[config.mk]
export PLATFORM = sky130hd
export DESIGN_NAME = tpss_top
export DESIGN_NICKNAME = d
export VERILOG_FILES = /design/src/hdl/tpss_pkg.sv /design/src/hdl/tpss_top.sv /design/src/hdl/tpss_period_timer.sv /design/src/hdl/tpss_task_seq.sv
export VERILOG_INCLUDE_DIRS = /design/src /design/src/hdl
export SDC_FILE = /design/constraint.sdc
export NUM_CORES = 1
export LEC_CHECK = 0
export BUFFER_PORTS_ARGS = -buffer_cell sky130_fd_sc_hd__clkbuf_2
export CAP_MARGIN = 20
export CORE_ASPECT_RATIO = 1.1
export CORE_MARGIN = 2
export CORE_UTILIZATION = 50
export DETAILED_ROUTE_END_ITERATION = 6
export HOLD_SLACK_MARGIN = 0.1
export PLACE_DENSITY = 0.7
export SKIP_LAST_GASP = 1
export SLEW_MARGIN = 40
export SYNTH_ARGS = -nofsm -noshare
export SYNTH_HDL_FRONTEND = slang
export SYNTH_HIERARCHICAL = 1
export SYNTH_SLANG_ARGS = --single-unit
[constraint.sdc]
create_clock -name REF_CLK -period 11.02 [get_ports REF_CLK]
set_input_delay 2.204 -clock REF_CLK [delete_from_list [all_inputs] [get_ports REF_CLK]]
set_output_delay 2.204 -clock REF_CLK [all_outputs]
set_load 0.05 [all_outputs]
[src/hdl/tpss_defs.svh]
/*
 Constants of the task period sync scheduler: timing, register map, fields, codes.
 Assumes a 100 MHz clock and a 32-bit AHB-Lite register bus.
*/
`ifndef TPSS_DEFS_SVH
`define TPSS_DEFS_SVH

// ============================================================
// Timing
`define TPSS_CLK_PERIOD_NS 10
`define TPSS_TICK_US 250
`define TPSS_TICK_CYC ((`TPSS_TICK_US * 1000) / `TPSS_CLK_PERIOD_NS)
`define TPSS_SINCE_W 21
`define TPSS_SINCE_MAX 21'h1FFFFF

// ============================================================
// Register byte offsets
`define TPSS_OFS_CTRL 8'h00
`define TPSS_OFS_STATUS 8'h04
`define TPSS_OFS_INT_STAT 8'h08
`define TPSS_OFS_INT_MASK 8'h0C

// ============================================================
// Control fields
`define TPSS_PER_LSB 0
`define TPSS_PER_MSB 2
`define TPSS_ROLE_LSB 8
`define TPSS_ROLE_MSB 9
`define TPSS_XM_LSB 16
`define TPSS_XM_MSB 20
`define TPSS_PER_RST 3'h1
`define TPSS_ROLE_RST 2'h0
`define TPSS_XM_RST 5'h01

// ============================================================
// Codes
`define TPSS_PER_MIN 3'h1
`define TPSS_PER_MAX 3'h6
`define TPSS_ROLE_SRC 2'h1
`define TPSS_ROLE_SINK 2'h2
`define TPSS_XM_NONE 5'h01
`define TPSS_XM_MASTER 5'h19
`define TPSS_XM_SLAVE 5'h1A
`define TPSS_ST_NONE 8'h00
`define TPSS_ST_SLOW 8'h02
`define TPSS_ST_SRC 8'h05
`define TPSS_ST_SINK 8'h06
`define TPSS_ST_LINK 8'h0D
`define TPSS_TRIG_KNOWN 2'h2

// ============================================================
// Interrupt bits
`define TPSS_EV_W 4
`define TPSS_EV_TRIG_OUT 0
`define TPSS_EV_TRIG_IN 1
`define TPSS_EV_ACHIEVED 2
`define TPSS_EV_SLOW 3

`endif

[src/hdl/tpss_pkg.sv]
/*
 Types of the task period sync scheduler.
 Assumes tpss_defs.svh on the include path.
*/
`include "tpss_defs.svh"

package tpss_pkg;

	// ============================================================
	// Task slot states
	typedef enum logic [1:0]
	{
		TS_IDLE = 2'h0,
		TS_FIRST = 2'h1,
		TS_ADV = 2'h3,
		TS_SECOND = 2'h2
	} tpss_slot_e;

	// ============================================================
	// Bus address phase and configuration
	typedef struct packed
	{
		logic valid;
		logic write;
		logic [7:0] addr;
	} tpss_acc_s;

	typedef struct packed
	{
		logic [4:0] xmode;
		logic [1:0] role;
		logic [2:0] period;
	} tpss_cfg_s;

	// Period code to number of 250 us ticks
	function automatic logic [5:0] tpss_period_ticks(input logic [2:0] code);
		logic [2:0] sh;
		sh = code - `TPSS_PER_MIN;
		if (code < `TPSS_PER_MIN || code > `TPSS_PER_MAX)
			tpss_period_ticks = 6'h00;
		else
			tpss_period_ticks = 6'h01 << sh;
	endfunction : tpss_period_ticks

endpackage : tpss_pkg

[src/hdl/tpss_top.sv]
/*
 Task period sync scheduler: aligns the position task period of one module to a
 trigger shared by the option modules of one drive, with an AHB-Lite register file.
 Assumes TRIG_IN, LINK_INT_IN and TASK_DONE are synchronous to REF_CLK.
*/
// Overview of operation
// [RULE1]: One module is trigger source, others sinks; trigger travels on internal pin.
// [RULE2]: A sink uses the received trigger to shift its task scheduling phase.
// [RULE3]: A source emits one trigger at each own period start, up to 8 ms.
// [RULE4]: Period code 1=250us, 2=500us, 3=1ms, 4=2ms.
// [RULE5]: A sink synchronises when its period is equal to or shorter than trigger period.
// [RULE6]: A sink slower than the trigger does not synchronise and reports status 2.
// [RULE7]: Role 1 is source, 2 is sink; status shows whether the role is achieved.
// [RULE8]: Status 6 means sink sync achieved, 5 means source operation achieved.
// [RULE9]: A source timed by the link interrupt signal reports status 13.
// [RULE10]: The status register is read only.
// [RULE11]: A cross drive link slave forces its role to source.
// [RULE12]: Cross drive alignment needs one link master and one link slave elsewhere.
// [RULE13]: Cross drive mode 1 is off, 25 is link master, 26 is link slave.
// [RULE14]: Each period runs first task, advanced motion task, second task in order.
// [RULE15]: Only the start of the whole task sequence is phase aligned.
// [RULE16]: A faster sink restarts its period counter at each trigger.
`timescale 1ns/100ps
`include "tpss_defs.svh"

module tpss_top
	import tpss_pkg::*;
#(
	parameter int TICK_CYCLES = `TPSS_TICK_CYC
)
(
	// Clock and reset
	input wire logic REF_CLK,
	input wire logic RST_N,
	// AHB-Lite slave
	input wire logic HSEL,
	input wire logic [31:0] HADDR,
	input wire logic [1:0] HTRANS,
	input wire logic HWRITE,
	input wire logic [2:0] HSIZE,
	input wire logic [31:0] HWDATA,
	input wire logic HREADY,
	output logic [31:0] HRDATA,
	output logic HREADYOUT,
	output logic HRESP,
	// Trigger between modules
	input wire logic TRIG_IN,
	output logic TRIG_OUT,
	input wire logic LINK_INT_IN,
	// Task slots
	input wire logic [2:0] TASK_DONE,
	output logic [2:0] TASK_START,
	// Interrupt
	output logic IRQ
);

	// ============================================================
	// Bus address phase
	tpss_acc_s acc;
	wire accept = HSEL && HREADY && HTRANS[1];
	wire rd_now = acc.valid && !acc.write;
	wire wr_now = acc.valid && acc.write;
	wire wr_ctrl = wr_now && (acc.addr == `TPSS_OFS_CTRL);
	wire wr_mask = wr_now && (acc.addr == `TPSS_OFS_INT_MASK);
	wire rd_ist = rd_now && (acc.addr == `TPSS_OFS_INT_STAT);

	always_ff @(posedge REF_CLK or negedge RST_N)
	begin
		if (!RST_N)
			acc <= '0;
		else
			acc <= '{valid: accept, write: HWRITE, addr: HADDR[7:0]};
	end

	// Reads take one wait state, writes none
	always_ff @(posedge REF_CLK or negedge RST_N)
	begin
		if (!RST_N)
		begin
			HREADYOUT <= 1'b1;
			HRESP <= 1'b0;
		end
		else
		begin
			HREADYOUT <= !(accept && !HWRITE);
			HRESP <= 1'b0;
		end
	end

	// ============================================================
	// Configuration
	tpss_cfg_s cfg;
	tpss_cfg_s next_cfg;
	wire [4:0] wr_xmode = wr_ctrl ? HWDATA[`TPSS_XM_MSB:`TPSS_XM_LSB] : cfg.xmode;
	wire [1:0] wr_role = wr_ctrl ? HWDATA[`TPSS_ROLE_MSB:`TPSS_ROLE_LSB] : cfg.role;
	wire link_slave_mode = (wr_xmode == `TPSS_XM_SLAVE); // [RULE13]

	assign next_cfg.xmode = wr_xmode;
	assign next_cfg.role = link_slave_mode ? `TPSS_ROLE_SRC : wr_role; // [RULE11]
	assign next_cfg.period = wr_ctrl ? HWDATA[`TPSS_PER_MSB:`TPSS_PER_LSB] : cfg.period;

	logic [`TPSS_EV_W-1:0] mask;

	always_ff @(posedge REF_CLK or negedge RST_N)
	begin
		if (!RST_N)
		begin
			cfg <= '{xmode: `TPSS_XM_RST, role: `TPSS_ROLE_RST, period: `TPSS_PER_RST};
			mask <= '0;
		end
		else
		begin
			cfg <= next_cfg;
			if (wr_mask)
				mask <= HWDATA[`TPSS_EV_W-1:0];
		end
	end

	// ============================================================
	// Role decode
	wire role_src = (cfg.role == `TPSS_ROLE_SRC); // [RULE7]
	wire role_sink = (cfg.role == `TPSS_ROLE_SINK); // [RULE7]
	wire link_src = role_src && (cfg.xmode == `TPSS_XM_SLAVE);
	wire [5:0] own_ticks = tpss_period_ticks(cfg.period); // [RULE4]
	wire per_ok = (own_ticks != 6'h00);
	wire [`TPSS_SINCE_W-1:0] own_cyc = `TPSS_SINCE_W'(own_ticks) * `TPSS_SINCE_W'(TICK_CYCLES);

	// ============================================================
	// Trigger and link edges
	logic trig_q;
	logic link_q;
	wire trig_rise = TRIG_IN && !trig_q;
	wire link_rise = LINK_INT_IN && !link_q;

	always_ff @(posedge REF_CLK or negedge RST_N)
	begin
		if (!RST_N)
		begin
			trig_q <= 1'b0;
			link_q <= 1'b0;
		end
		else
		begin
			trig_q <= TRIG_IN;
			link_q <= LINK_INT_IN;
		end
	end

	// ============================================================
	// Trigger period measurement
	logic [`TPSS_SINCE_W-1:0] since;
	logic [`TPSS_SINCE_W-1:0] trig_cyc;
	logic [1:0] trig_cnt;
	logic link_seen;
	wire trig_known = (trig_cnt == `TPSS_TRIG_KNOWN);
	wire too_slow = own_cyc > trig_cyc; // [RULE5] [RULE6]
	wire since_sat = (since == `TPSS_SINCE_MAX);
	wire [`TPSS_SINCE_W-1:0] next_since = since_sat ? since : since + `TPSS_SINCE_W'(1);
	wire [1:0] next_trig_cnt = trig_known ? trig_cnt : trig_cnt + 2'h1;

	always_ff @(posedge REF_CLK or negedge RST_N)
	begin
		if (!RST_N)
		begin
			since <= '0;
			trig_cyc <= '0;
			trig_cnt <= 2'h0;
		end
		else if (!role_sink)
		begin
			since <= '0;
			trig_cnt <= 2'h0;
		end
		else if (trig_rise)
		begin
			since <= `TPSS_SINCE_W'(1);
			trig_cyc <= since;
			trig_cnt <= next_trig_cnt;
		end
		else
			since <= next_since;
	end

	always_ff @(posedge REF_CLK or negedge RST_N)
	begin
		if (!RST_N)
			link_seen <= 1'b0;
		else
			link_seen <= link_src && (link_seen || link_rise);
	end

	// ============================================================
	// Period timer and task slots
	wire sink_sync = role_sink && trig_known && !too_slow; // [RULE5]
	wire restart = (sink_sync && trig_rise) || (link_src && link_rise); // [RULE2] [RULE16]
	logic period_start;

	tpss_period_timer #(.TICK_CYCLES(TICK_CYCLES)) u_timer
	(
		.clk(REF_CLK),
		.rst_n(RST_N),
		.run(per_ok),
		.restart(restart),
		.period_ticks(own_ticks),
		.period_start(period_start)
	);

	tpss_task_seq u_seq
	(
		.clk(REF_CLK),
		.rst_n(RST_N),
		.period_start(period_start),
		.task_done(TASK_DONE),
		.task_start(TASK_START)
	);

	// Only a source drives the shared trigger
	always_ff @(posedge REF_CLK or negedge RST_N)
	begin
		if (!RST_N)
			TRIG_OUT <= 1'b0;
		else
			TRIG_OUT <= role_src && period_start; // [RULE1] [RULE3]
	end

	// ============================================================
	// Sync status, never written by software
	logic [7:0] status;
	wire [7:0] src_status = link_src ? (link_seen ? `TPSS_ST_LINK : `TPSS_ST_NONE) :
		`TPSS_ST_SRC; // [RULE8] [RULE9]
	wire [7:0] sink_status = !trig_known ? `TPSS_ST_NONE :
		(too_slow ? `TPSS_ST_SLOW : `TPSS_ST_SINK); // [RULE6] [RULE8]
	wire [7:0] next_status = !per_ok ? `TPSS_ST_NONE : role_src ? src_status :
		role_sink ? sink_status : `TPSS_ST_NONE; // [RULE7]
	wire next_ach = (next_status == `TPSS_ST_SRC) || (next_status == `TPSS_ST_SINK) ||
		(next_status == `TPSS_ST_LINK);
	wire cur_ach = (status == `TPSS_ST_SRC) || (status == `TPSS_ST_SINK) ||
		(status == `TPSS_ST_LINK);

	always_ff @(posedge REF_CLK or negedge RST_N)
	begin
		if (!RST_N)
			status <= `TPSS_ST_NONE;
		else
			status <= next_status; // [RULE10]
	end

	// ============================================================
	// Interrupt status, cleared by read, set wins
	logic [`TPSS_EV_W-1:0] int_stat;
	logic [`TPSS_EV_W-1:0] events;
	assign events[`TPSS_EV_TRIG_OUT] = role_src && period_start;
	assign events[`TPSS_EV_TRIG_IN] = role_sink && trig_rise;
	assign events[`TPSS_EV_ACHIEVED] = next_ach && !cur_ach;
	assign events[`TPSS_EV_SLOW] = (next_status == `TPSS_ST_SLOW) && (status != `TPSS_ST_SLOW);
	wire [`TPSS_EV_W-1:0] kept = rd_ist ? '0 : int_stat;
	wire [`TPSS_EV_W-1:0] next_int = kept | events;

	always_ff @(posedge REF_CLK or negedge RST_N)
	begin
		if (!RST_N)
		begin
			int_stat <= '0;
			IRQ <= 1'b0;
		end
		else
		begin
			int_stat <= next_int;
			IRQ <= |(int_stat & mask);
		end
	end

	// ============================================================
	// Read data
	wire [31:0] ctrl_word = {11'h000, cfg.xmode, 6'h00, cfg.role, 5'h00, cfg.period};
	wire [31:0] rd_mux = (acc.addr == `TPSS_OFS_CTRL) ? ctrl_word :
		(acc.addr == `TPSS_OFS_STATUS) ? {24'h000000, status} :
		(acc.addr == `TPSS_OFS_INT_STAT) ? {28'h0000000, int_stat} :
		(acc.addr == `TPSS_OFS_INT_MASK) ? {28'h0000000, mask} : 32'h00000000;

	always_ff @(posedge REF_CLK or negedge RST_N)
	begin
		if (!RST_N)
			HRDATA <= 32'h00000000;
		else if (rd_now)
			HRDATA <= rd_mux;
	end
endmodule : tpss_top

[src/hdl/tpss_period_timer.sv]
/*
 Position period timer: a 250 us tick divider and a period counter.
 Assumes one clock; restart is a one-cycle pulse.
*/
`timescale 1ns/100ps
`include "tpss_defs.svh"

module tpss_period_timer
	import tpss_pkg::*;
#(
	parameter int TICK_CYCLES = `TPSS_TICK_CYC
)
(
	// Clock and reset
	input wire logic clk,
	input wire logic rst_n,
	// Control
	input wire logic run,
	input wire logic restart,
	input wire logic [5:0] period_ticks,
	// Period start pulse
	output logic period_start
);

	localparam int DW = $clog2(TICK_CYCLES + 1);

	logic [DW-1:0] div;
	logic [5:0] pcnt;
	wire div_last = (div == DW'(TICK_CYCLES - 1));
	wire per_last = (pcnt == period_ticks - 6'h01);
	wire [DW-1:0] next_div = div_last ? '0 : div + DW'(1);
	wire [5:0] next_pcnt = per_last ? 6'h00 : pcnt + 6'h01;

	// ============================================================
	// Counters
	always_ff @(posedge clk or negedge rst_n)
	begin
		if (!rst_n)
		begin
			div <= '0;
			pcnt <= 6'h00;
		end
		else if (!run || restart)
		begin
			div <= '0;
			pcnt <= 6'h00;
		end
		else
		begin
			div <= next_div;
			if (div_last)
				pcnt <= next_pcnt;
		end
	end

	// Start of each own period, or at once on restart
	always_ff @(posedge clk or negedge rst_n)
	begin
		if (!rst_n)
			period_start <= 1'b0;
		else
			period_start <= run && (restart || (div_last && per_last)); // [RULE3] [RULE16]
	end

endmodule : tpss_period_timer

[src/hdl/tpss_task_seq.sv]
/*
 Task slot sequencer: first task, advanced motion task, second task.
 Assumes task_done pulses come from the task engines.
*/
`timescale 1ns/100ps

module tpss_task_seq
	import tpss_pkg::*;
(
	// Clock and reset
	input wire logic clk,
	input wire logic rst_n,
	// Period start and slot completion
	input wire logic period_start,
	input wire logic [2:0] task_done,
	// Slot start pulses
	output logic [2:0] task_start
);

	tpss_slot_e state;
	tpss_slot_e next_state;
	logic [2:0] next_start;

	// ============================================================
	// Next state
	always_comb
	begin
		next_state = state;
		next_start = 3'h0;
		if (period_start)
		begin
			next_state = TS_FIRST; // [RULE15]
			next_start = 3'h1;
		end
		else
		begin
			unique case (state)
				TS_IDLE: next_state = TS_IDLE;
				TS_FIRST:
					if (task_done[0])
					begin
						next_state = TS_ADV; // [RULE14]
						next_start = 3'h2;
					end
				TS_ADV:
					if (task_done[1])
					begin
						next_state = TS_SECOND; // [RULE14]
						next_start = 3'h4;
					end
				TS_SECOND:
					if (task_done[2])
						next_state = TS_IDLE;
			endcase
		end
	end

	always_ff @(posedge clk or negedge rst_n)
	begin
		if (!rst_n)
		begin
			state <= TS_IDLE;
			task_start <= 3'h0;
		end
		else
		begin
			state <= next_state;
			task_start <= next_start;
		end
	end
endmodule : tpss_task_seq

Word level (Yosys, flattened, before mapping):

Index checks and enable logic that the tools add are counted.

* output and inout port bits: 39
* bits of input ports: 79
* word-level logic and storage cells: 149
* flip-flop bits (word level): 141

* $lt $le $gt $ge: 3
* bitwise operators: 2
* reduce and logical (&&, ||, !) cells: 48
* $mul: 1
* multiplexer cells: 36
* add/sub/neg operators: 6
* eq/ne operators: 28
* shift-type cells: 1

Operators by type and width (number)
* $mux W21: 4
* $mux W4: 8
* $mux W15: 2
* $mux W6: 4
* $logic_and A1 B1 Y1: 22
* $add A21 B1 Y21 const B: 1
* $eq A21 B21 Y1 const B: 1
* $gt A21 B21 Y1: 1
* $mux W2: 10
* $mul A6 B12 Y18 const B: 1
* $eq A4 B3 Y1 const B: 4
* $eq A8 B4 Y1 const B: 2
* $add A15 B1 Y15 const B: 1
* $eq A15 B15 Y1 const B: 1
* $mux W3: 5
* $ne A3 B3 Y1 const B: 4
* $eq A5 B5 Y1 const B: 2
* $logic_or A1 B1 Y1: 9
* $eq A2 B2 Y1 const B: 4
* $eq A4 B4 Y1 const B: 2
* $eq A8 B3 Y1 const B: 1
* $logic_not A1 Y1: 8
* $logic_not A8 Y1: 1
* $pmux W2 S4: 1
* other kinds (23): 26

Logic depth before layout (Yosys ltp):

Gate-level depths: netlist of run 1.

* word-level depth: 15
* gate-level depth with buffers: 24
* gate-level depth less buffers: 23

Modules after synthesis:

The synthesis of run 1 kept the hierarchy.

Modules (own cells, without submodules)
* tpss_top: cells an instance 568, instances 1, seq. area each 2331.0 um^2, area an instance 5721.7 um^2
* tpss_period_timer: cells an instance 130, instances 1, seq. area each 550.5 um^2, area an instance 1271.2 um^2
* tpss_task_seq: cells an instance 13, instances 1, seq. area each 125.1 um^2, area an instance 186.4 um^2

Worst setup path before layout of run 1:

Ideal clock, no wire load.

* path kind: register to register
* from: register cfg[0] in the netlist's numbering
* to: register u_timer.pcnt[1]
* path buffers: 1
* setup time: 0.122 ns
* period minus slack after synthesis: 5.558 ns
* slack: 5.462 ns
* stages on the path, launching flop included: 24
* required time: 10.898 ns
* arrival: 5.437 ns
* path through: dfstp_2 -> nor2b_1 -> nand2_1 -> inv_1 -> ha_1 -> inv_1 -> fa_1 -> fa_1 -> inv_1 -> ha_1 -> a211oi_1 -> o21bai_1 -> o21a_1 -> o221a_2 -> xor2_1 -> ha_1 -> a21o_1 -> a211oi_1 -> o21ai_0 -> a221o_1 -> o21ai_0 -> and3b_1 -> buf_4 -> a32o_1

* longest elaborated chain between the ends: 11
* elaborated cells on any way between the ends: 21
* classes of those cells: 2 x add/sub; 1 x mul; 3 x order compare; 1 x eq/ne; 1 x shift; 4 x mux; 9 x reduce/logical

RTL lines
* from (decl): RTL line tpss_top.sv:92 `tpss_cfg_s cfg;`
* from (signal assigned): RTL line tpss_top.sv:108 `` cfg <= '{xmode: `TPSS_XM_RST, role: `TPSS_ROLE_RST, period: `TPSS_PER_RST}; ``
* from (signal assigned): RTL line tpss_top.sv:113 `cfg <= next_cfg;`
* $sub A3 B1 Y3 (no line) (tied with other cells)
* $shl A1 B3 Y6 / $logic_or A1 B1 Y1 (equally long branches)
* $mux W6 (*): RTL line tpss_pkg.sv:39 `` if (code < `TPSS_PER_MIN || code > `TPSS_PER_MAX) ``
* net own_ticks[2]: RTL line tpss_top.sv:124 `wire [5:0] own_ticks = tpss_period_ticks(cfg.period);`
* $mul A6 B12 Y18 (no line) (*)
* $gt A21 B21 Y1 (*): RTL line tpss_top.sv:156 `wire too_slow = own_cyc > trig_cyc;`
* $logic_not A1 Y1 (*): RTL line tpss_top.sv:194 `wire sink_sync = role_sink && trig_known && !too_slow;`
* $logic_and A1 B1 Y1 (*): RTL line tpss_top.sv:194
* $logic_and A1 B1 Y1 (*): RTL line tpss_top.sv:195 `wire restart = (sink_sync && trig_rise) || (link_src && link_rise);`
* $logic_or A1 B1 Y1 (*): RTL line tpss_top.sv:195
* net restart: RTL line tpss_top.sv:195
* $logic_or A1 B1 Y1 (*): RTL line tpss_period_timer.sv:43 `else if (!run || restart)`
* $mux W6 / $reduce_bool A2 Y1 (equally long branches)
* to (signal assigned): RTL line tpss_period_timer.sv:52 `pcnt <= next_pcnt;`
* to (decl): RTL line tpss_period_timer.sv:28 `logic [5:0] pcnt;`

Mark *: on every way through the listed nets, which the timed path passes. The rest lies on a longest branch. The select of a mux whose other input is x is not followed.
A chain may end at the register's enable or synchronous reset.

Worst setup path in the final report of run 1:

* from: register cfg[0] in the netlist's numbering
* to: register u_timer.pcnt[2]

Same word-level chain as after synthesis.

==> results of run 1 <==
==> final timing paths <==
| check | start | endpoint | slack, ns | depth (start not counted) |
|---|---|---|---|---|
| min in group asynchronous | RST_N | HRDATA[20] | 1.84 | 1 |
| hold reg to reg | u_timer/div[0] | u_timer/div[0] | 0.48 | 1 |
| max in group asynchronous | RST_N | since[18] | 8.15 | 2 |
| setup / recovery | cfg[0] | u_timer/pcnt[2] | 4.47 | 22 |
| hold / removal | u_timer/div[0] | u_timer/div[0] | 0.48 | 1 |
| setup reg to reg | cfg[0] | u_timer/pcnt[2] | 4.47 | 22 |
==> power groups by stage <==
stage | combinational (mW) | sequential [mW] | clock, mW
4_1_cts | 0.0605 | 0.454 | 0.537
6_report | 0.0598 | 0.454 | 0.529
5_1_grt | 0.0669 | 0.455 | 0.560
3_3_place_gp | 0.0581 | 0.461 | 0
3_5_place_dp | 0.0599 | 0.462 | 0
2_1_floorplan | 0.0447 | 0.461 | 0
==> logic make-up after synthesis <==
family,synth area share
fa+ha+maj,0.120
buf+inv,0.0598
mux,0.0382
flops,0.419
other cells,0.00105
compound gates,0.137
xor+xnor,0.0415
simple gates,0.184
==> state kept, by name, summed over array words and instances, names as in the netlist, 4 cells and up <==
register / cells
mask: 4
acc: 10
int_stat: 4
u_timer/div: 15
u_timer/pcnt: 6
cfg: 10
status: 4
trig_cyc: 21
since: 21
HRDATA: 11
==> worst max-delay path, stage by stage (launching register included) <==
cell	delay, ns
dfstp_2	0.58
nor2b_1	0.34
nand2_1	0.13
inv_1	0.22
ha_1	0.30
inv_1	0.09
fa_1	0.43
fa_1	0.52
inv_1	0.04
ha_1	0.35
o21ai_0	0.10
o21bai_1	0.30
o211ai_1	0.17
and3_1	0.18
a211oi_1	0.40
ha_1	0.32
and3_1	0.21
and4_1	0.22
a221o_1	0.41
o21ai_0	0.49
and3b_1	0.31
o2111ai_1	0.13
o221ai_1	0.15
==> area by class of cell <==
class / instances / area (µm²) / share of cell area
repair buffers: 49 / 259 / 0.0320
clock buffers: 23 / 458 / 0.0565
clock inverters: 9 / 103 / 0.0127
multi-input cells: 527 / 3850 / 0.475
inverters: 51 / 191 / 0.0236
flip-flops and latches: 120 / 3010 / 0.371
well taps: 188 / 235 / 0.0290
==> routing by layer <==
layer | up-vias | global-route usage
met5 | - | 0
met4 | 0 | 0.0829
met3 | 30 | 0.0467
met2 | 100 | 0.383
met1 | 2656 | 0.258
li1 | 2619 | -
==> cell usage after synthesis, drive strengths merged (4+ instances only) <==
cell type    n
a211o        4
a211oi       7
a21o         7
a21oi       30
a22o         7
and2         9
and3         8
and4         7
buf         26
clkbuf      11
dfrtp      117
fa           5
ha          61
inv         51
mux2        13
mux2i        6
nand2       65
nand2b      10
nand3       16
nand4       13
nor2        35
nor2b       12
nor3         7
nor4         7
o211ai       8
o21a         4
o21ai       45
o31ai        4
or2          4
or3         13
or4          8
xnor2       18
xor2        16
==> stage by stage <==
step,hold WS [ns],instance area (µm²),power (mW)
global route,0.518,8100,1.08
CTS,0.486,8090,1.05
global placement,0.460,7520,0.519
detailed placement,0.465,7530,0.521
finish,0.482,8100,1.04
floorplan,0.427,7270,0.506
==> results.toml, run 1 <==
[finish]
final_cell_mix = "dfrtp_1 (117), nand2_1 (65), ha_1 (61), inv_1 (51), clkbuf_2 (45)"
fin_nets = 911
post-route-util = 0.583
layout_commonest_cell = "dfrtp_1"
fill_cells = 1171
fin_cells = 967
n_antenna_cell = 0
drive_gt1_frac = 0.149
area_growth_pct = 12.9

[setup_path]
cp_max_fo = 7
worstSetupPathType = "flop to flop"
end_kind = "flop"
critical_path_required_ns = 11.29
arrival_ns = 6.81
startpoint_type = "flop"

[timing]
final-setup-viol-count = 0
max_freq_mhz = 153
postLayoutSetupSlackWorst_ns = 4.47
rsz0062_at_grt = "no"
hold_viol = 0
max_slew.worst_pin.slew_ns = 0.767
setup_tns_ns = 0
period_minus_slack_ns = 6.55
finalCritPeriodShare = 0.594
skew_ns = 0.0122
final_max_slew_viol_count = 0
relSlewSlack = 0.488

[die]
rows = 45
fp.dieW_um = 118
core_area_um2 = 13900
die_h_um = 130
dieArea_um2 = 15300
start_util = 0.516
io_pins = 118

[logic_synthesis]
synth.cell_area_um2 = 7180
ys_ff_latch = 120
synth_top_area_cell = "dfrtp_1"
synth-edff-count = 0
synthCells = 711
yosysUniqueCellTypes = 75
ys_seq_area_frac = 0.419
yosys_warnings = 6
async_flop_share = 1.00
avgSynthCellArea_um2 = 10.1
synth_flop_cell = "dfrtp_1"
yosys-top-cells-area = "dfrtp_1 (41%), ha_1 (11%), nand2_1 (3.4%)"
synth.top_cell.area_share = 0.408

[status]
status = "complete, no violations"

[route]
drc = 0
met1_length_um = 6790
routed_wl_um = 15500
met2_length_um = 7850
dr.pass1.iters = 5
vias = 5405
via_per_inst = 5.59
wl_met3_um = 469
wire_per_inst_um = 16.0
ant_nets = 0
drt_iter0_markers = 285
top_layer = "met4"

[cts]
h-tree-depth = 4
cts_root_buf = "clkbuf_16"
clk_latency_ns = 0.41
post_cts_buffers = 0
tritoncts = "yes"
cts_resized = 0
path_clk_slew_ns = 0.05
cts_buffers = 17
cts.sinks = 120
postCtsHoldBufs = 0
clk_path_buf_depth = 2

[grt]
grt_pass1_wl_um = 26500
globalRouteTotalUtil = 0.216
grt_max_degree = 67
antenna_found_initial = 0
grt_pass1_vias = 5527
grt_overflow = 0

[placed_design]
routabilityCongestion = 0.827
hpwl_um = 11200
io_buffers = 46
dp_cells = 934
place_ws_ns = 4.55

[pwr]
p_sw_mw = 0.241
p_int_mw = 0.802
powerDensity_nw_per_um2 = 129
sw_frac_of_total = 0.231
power.share.clock = 0.507
leakage_nw = 3.96
p_comb_frac = 0.057
sequentialPowerShare = 0.435
peakVddDrop_v = 0.0000948

[run]
maxCapViolCount = 0

[min_path]
hp-class = "flop to flop"
Power figures use the tool's default switching activity.
==> run 2, diff against run 1 <==
Clock period 11.02 ns to 6.85 ns, I/O delays scaled along.
==> run 2 against run 1 <==
  * Largest cell class unchanged
  * Core utilization grew 0.47 points
  * Largest power group unchanged
  * Combinational power grew 61%
  * Sequential power grew 61%
  * Critical path type unchanged
  * Sequential share of layout area shrank 0.30 points
  * Non-clock buffer count grew 1
  * Cell area grew 0.80%
  * Critical path depth grew 1
==> results.toml, run 2 (synthesis gave the netlist of run 1 again) <==
[status]
status = "complete, no violations"

[die]
dieArea_um2 = 15300
rows = 45
die_h_um = 130
start_util = 0.516
io_pins = 118
fp.dieW_um = 118
core_area_um2 = 13900

[route]
drc = 0
wire_per_inst_um = 15.7
dr.pass1.iters = 5
routed_wl_um = 15200
vias = 5396
ant_nets = 0
via_per_inst = 5.57
drt_iter0_markers = 275

[finish]
n_antenna_cell = 0
fin_cells = 968
area_growth_pct = 13.8
fill_cells = 1186
final_cell_mix = "dfrtp_1 (117), nand2_1 (65), ha_1 (61), inv_1 (51), clkbuf_2 (45)"
reg.largest.list = "since (21), trig_cyc (21), u_timer/div (15)"
layout_commonest_cell = "dfrtp_1"
drive_gt1_frac = 0.156
stdcell_area_um2 = 8170
fin_nets = 912

[placed_design]
io_buffers = 46
placed_area_um2 = 7540
hpwl_um = 11200
routabilityCongestion = 0.825
dp_cells = 935

[pwr]
sw_frac_of_total = 0.244
sequentialPowerShare = 0.416
p_comb_frac = 0.055
p_sw_mw = 0.428
p_int_mw = 1.33
power.share.clock = 0.530
powerDensity_nw_per_um2 = 215
peakVddDrop_v = 0.000188
leakage_nw = 3.99

[grt]
grt_pass1_vias = 5469
grt_max_degree = 67
antenna_found_initial = 0
grt_pass1_wl_um = 25900
grt_overflow = 0
globalRouteTotalUtil = 0.209

[timing]
skew_ns = 0.00957
rsz0062_at_grt = "no"
max_slew.worst_pin.slew_ns = 0.702
final-setup-viol-count = 0
relSlewSlack = 0.531
period_minus_slack_ns = 6.38
setup_tns_ns = 0
finalCritPeriodShare = 0.931
max_freq_mhz = 157
hold_viol = 0
final_max_slew_viol_count = 0

[cts]
clk_path_buf_depth = 2
post_cts_buffers = 0
cts.sinks = 120
tritoncts = "yes"
cts_buffers = 17
path_clk_slew_ns = 0.06
cts_resized = 0
cts_root_buf = "clkbuf_16"
postCtsHoldBufs = 0
clk_latency_ns = 0.42
h-tree-depth = 4

[setup_path]
critical_path_required_ns = 7.13
startpoint_type = "flop"
worstSetupPathType = "flop to flop"
cp_max_fo = 7
end_kind = "flop"
arrival_ns = 6.66

[min_path]
hp-class = "flop to flop"

[run]
maxCapViolCount = 0
## run 2: changes by cell type in the layout (fill, tap and decap cells not counted), sizes merged
cell,delta
clkbuf,-6
clkinv,-2
buf,+1
inv,+5
clkinvlp,+2
bufinv,+1
## run 2: path summary, 6_finish.rpt
| path | startpoint | endpoint | slack (ns) | depth (start not counted) |
|---|---|---|---|---|
| hold / removal | u_timer/div[0] | u_timer/div[0] | 0.49 | 1 |
| setup reg to reg | cfg[0] | u_timer/pcnt[2] | 0.47 | 23 |
| setup / recovery | cfg[0] | u_timer/pcnt[2] | 0.47 | 23 |
| max in group asynchronous | RST_N | since[15] | 4.84 | 2 |
| hold reg to reg | u_timer/div[0] | u_timer/div[0] | 0.49 | 1 |
| min in group asynchronous | RST_N | acc[7] | 0.98 | 1 |
## run 2: per-layer routing
layer | routed length [µm] | vias up | global-route usage | part of all wire
li1 | - | 2630 | - | -
met1 | 6760 | 2636 | 0.261 | 0.45
met2 | 7570 | 108 | 0.359 | 0.50
met3 | 573 | 22 | 0.0493 | 0.038
met4 | 278 | 0 | 0.0737 | 0.018
met5 | 0 | - | 0 | 0
## run 2: metrics by stage
step           power, mW  hold WS (ns)  utilization  setup WS, ns
6_report            1.76         0.490        0.587         0.470
5_1_grt             1.82         0.502        0.587        0.0786
4_1_cts             1.78         0.489        0.587         0.478
3_5_place_dp       0.839         0.480        0.542         0.485
3_3_place_gp       0.835         0.459        0.542         0.622
2_1_floorplan      0.814         0.427            -          1.29
## run 2: layout make-up
type                            count  area (µm²)  area share
Multi-Input combinational cell    527        3850       0.471
Sequential cell                   120        3010       0.368
Clock buffer                       17         425      0.0521
Timing Repair Buffer               50         267      0.0326
Tap cell                          188         235      0.0288
Clock inverter                     15         193      0.0236
Inverter                           51         191      0.0234
## run 2: power groups by stage
stage	logic, mW	clock network [mW]	registers (mW)
3_3_place_gp	0.0936	0	0.742
4_1_cts	0.0973	0.948	0.730
3_5_place_dp	0.0963	0	0.743
2_1_floorplan	0.0719	0	0.742
6_report	0.0960	0.930	0.730
5_1_grt	0.107	0.980	0.731
## run 2: critical path, cell delays in order, from the launching register on
cell and delay [ns]:
dfstp_2 0.57, nor2b_1 0.13, buf_4 0.14, nand2_1 0.07, inv_1 0.23, ha_1 0.30
inv_1 0.08, fa_1 0.44, fa_1 0.52, inv_1 0.04, ha_1 0.35, o21ai_0 0.10
o21bai_1 0.30, o211ai_1 0.17, and3_1 0.17, a211oi_1 0.39, ha_1 0.33, and3_1 0.22
and4_1 0.22, a221o_1 0.40, o21ai_0 0.47, and3b_1 0.32, o21ai_1 0.13, o221ai_1 0.14
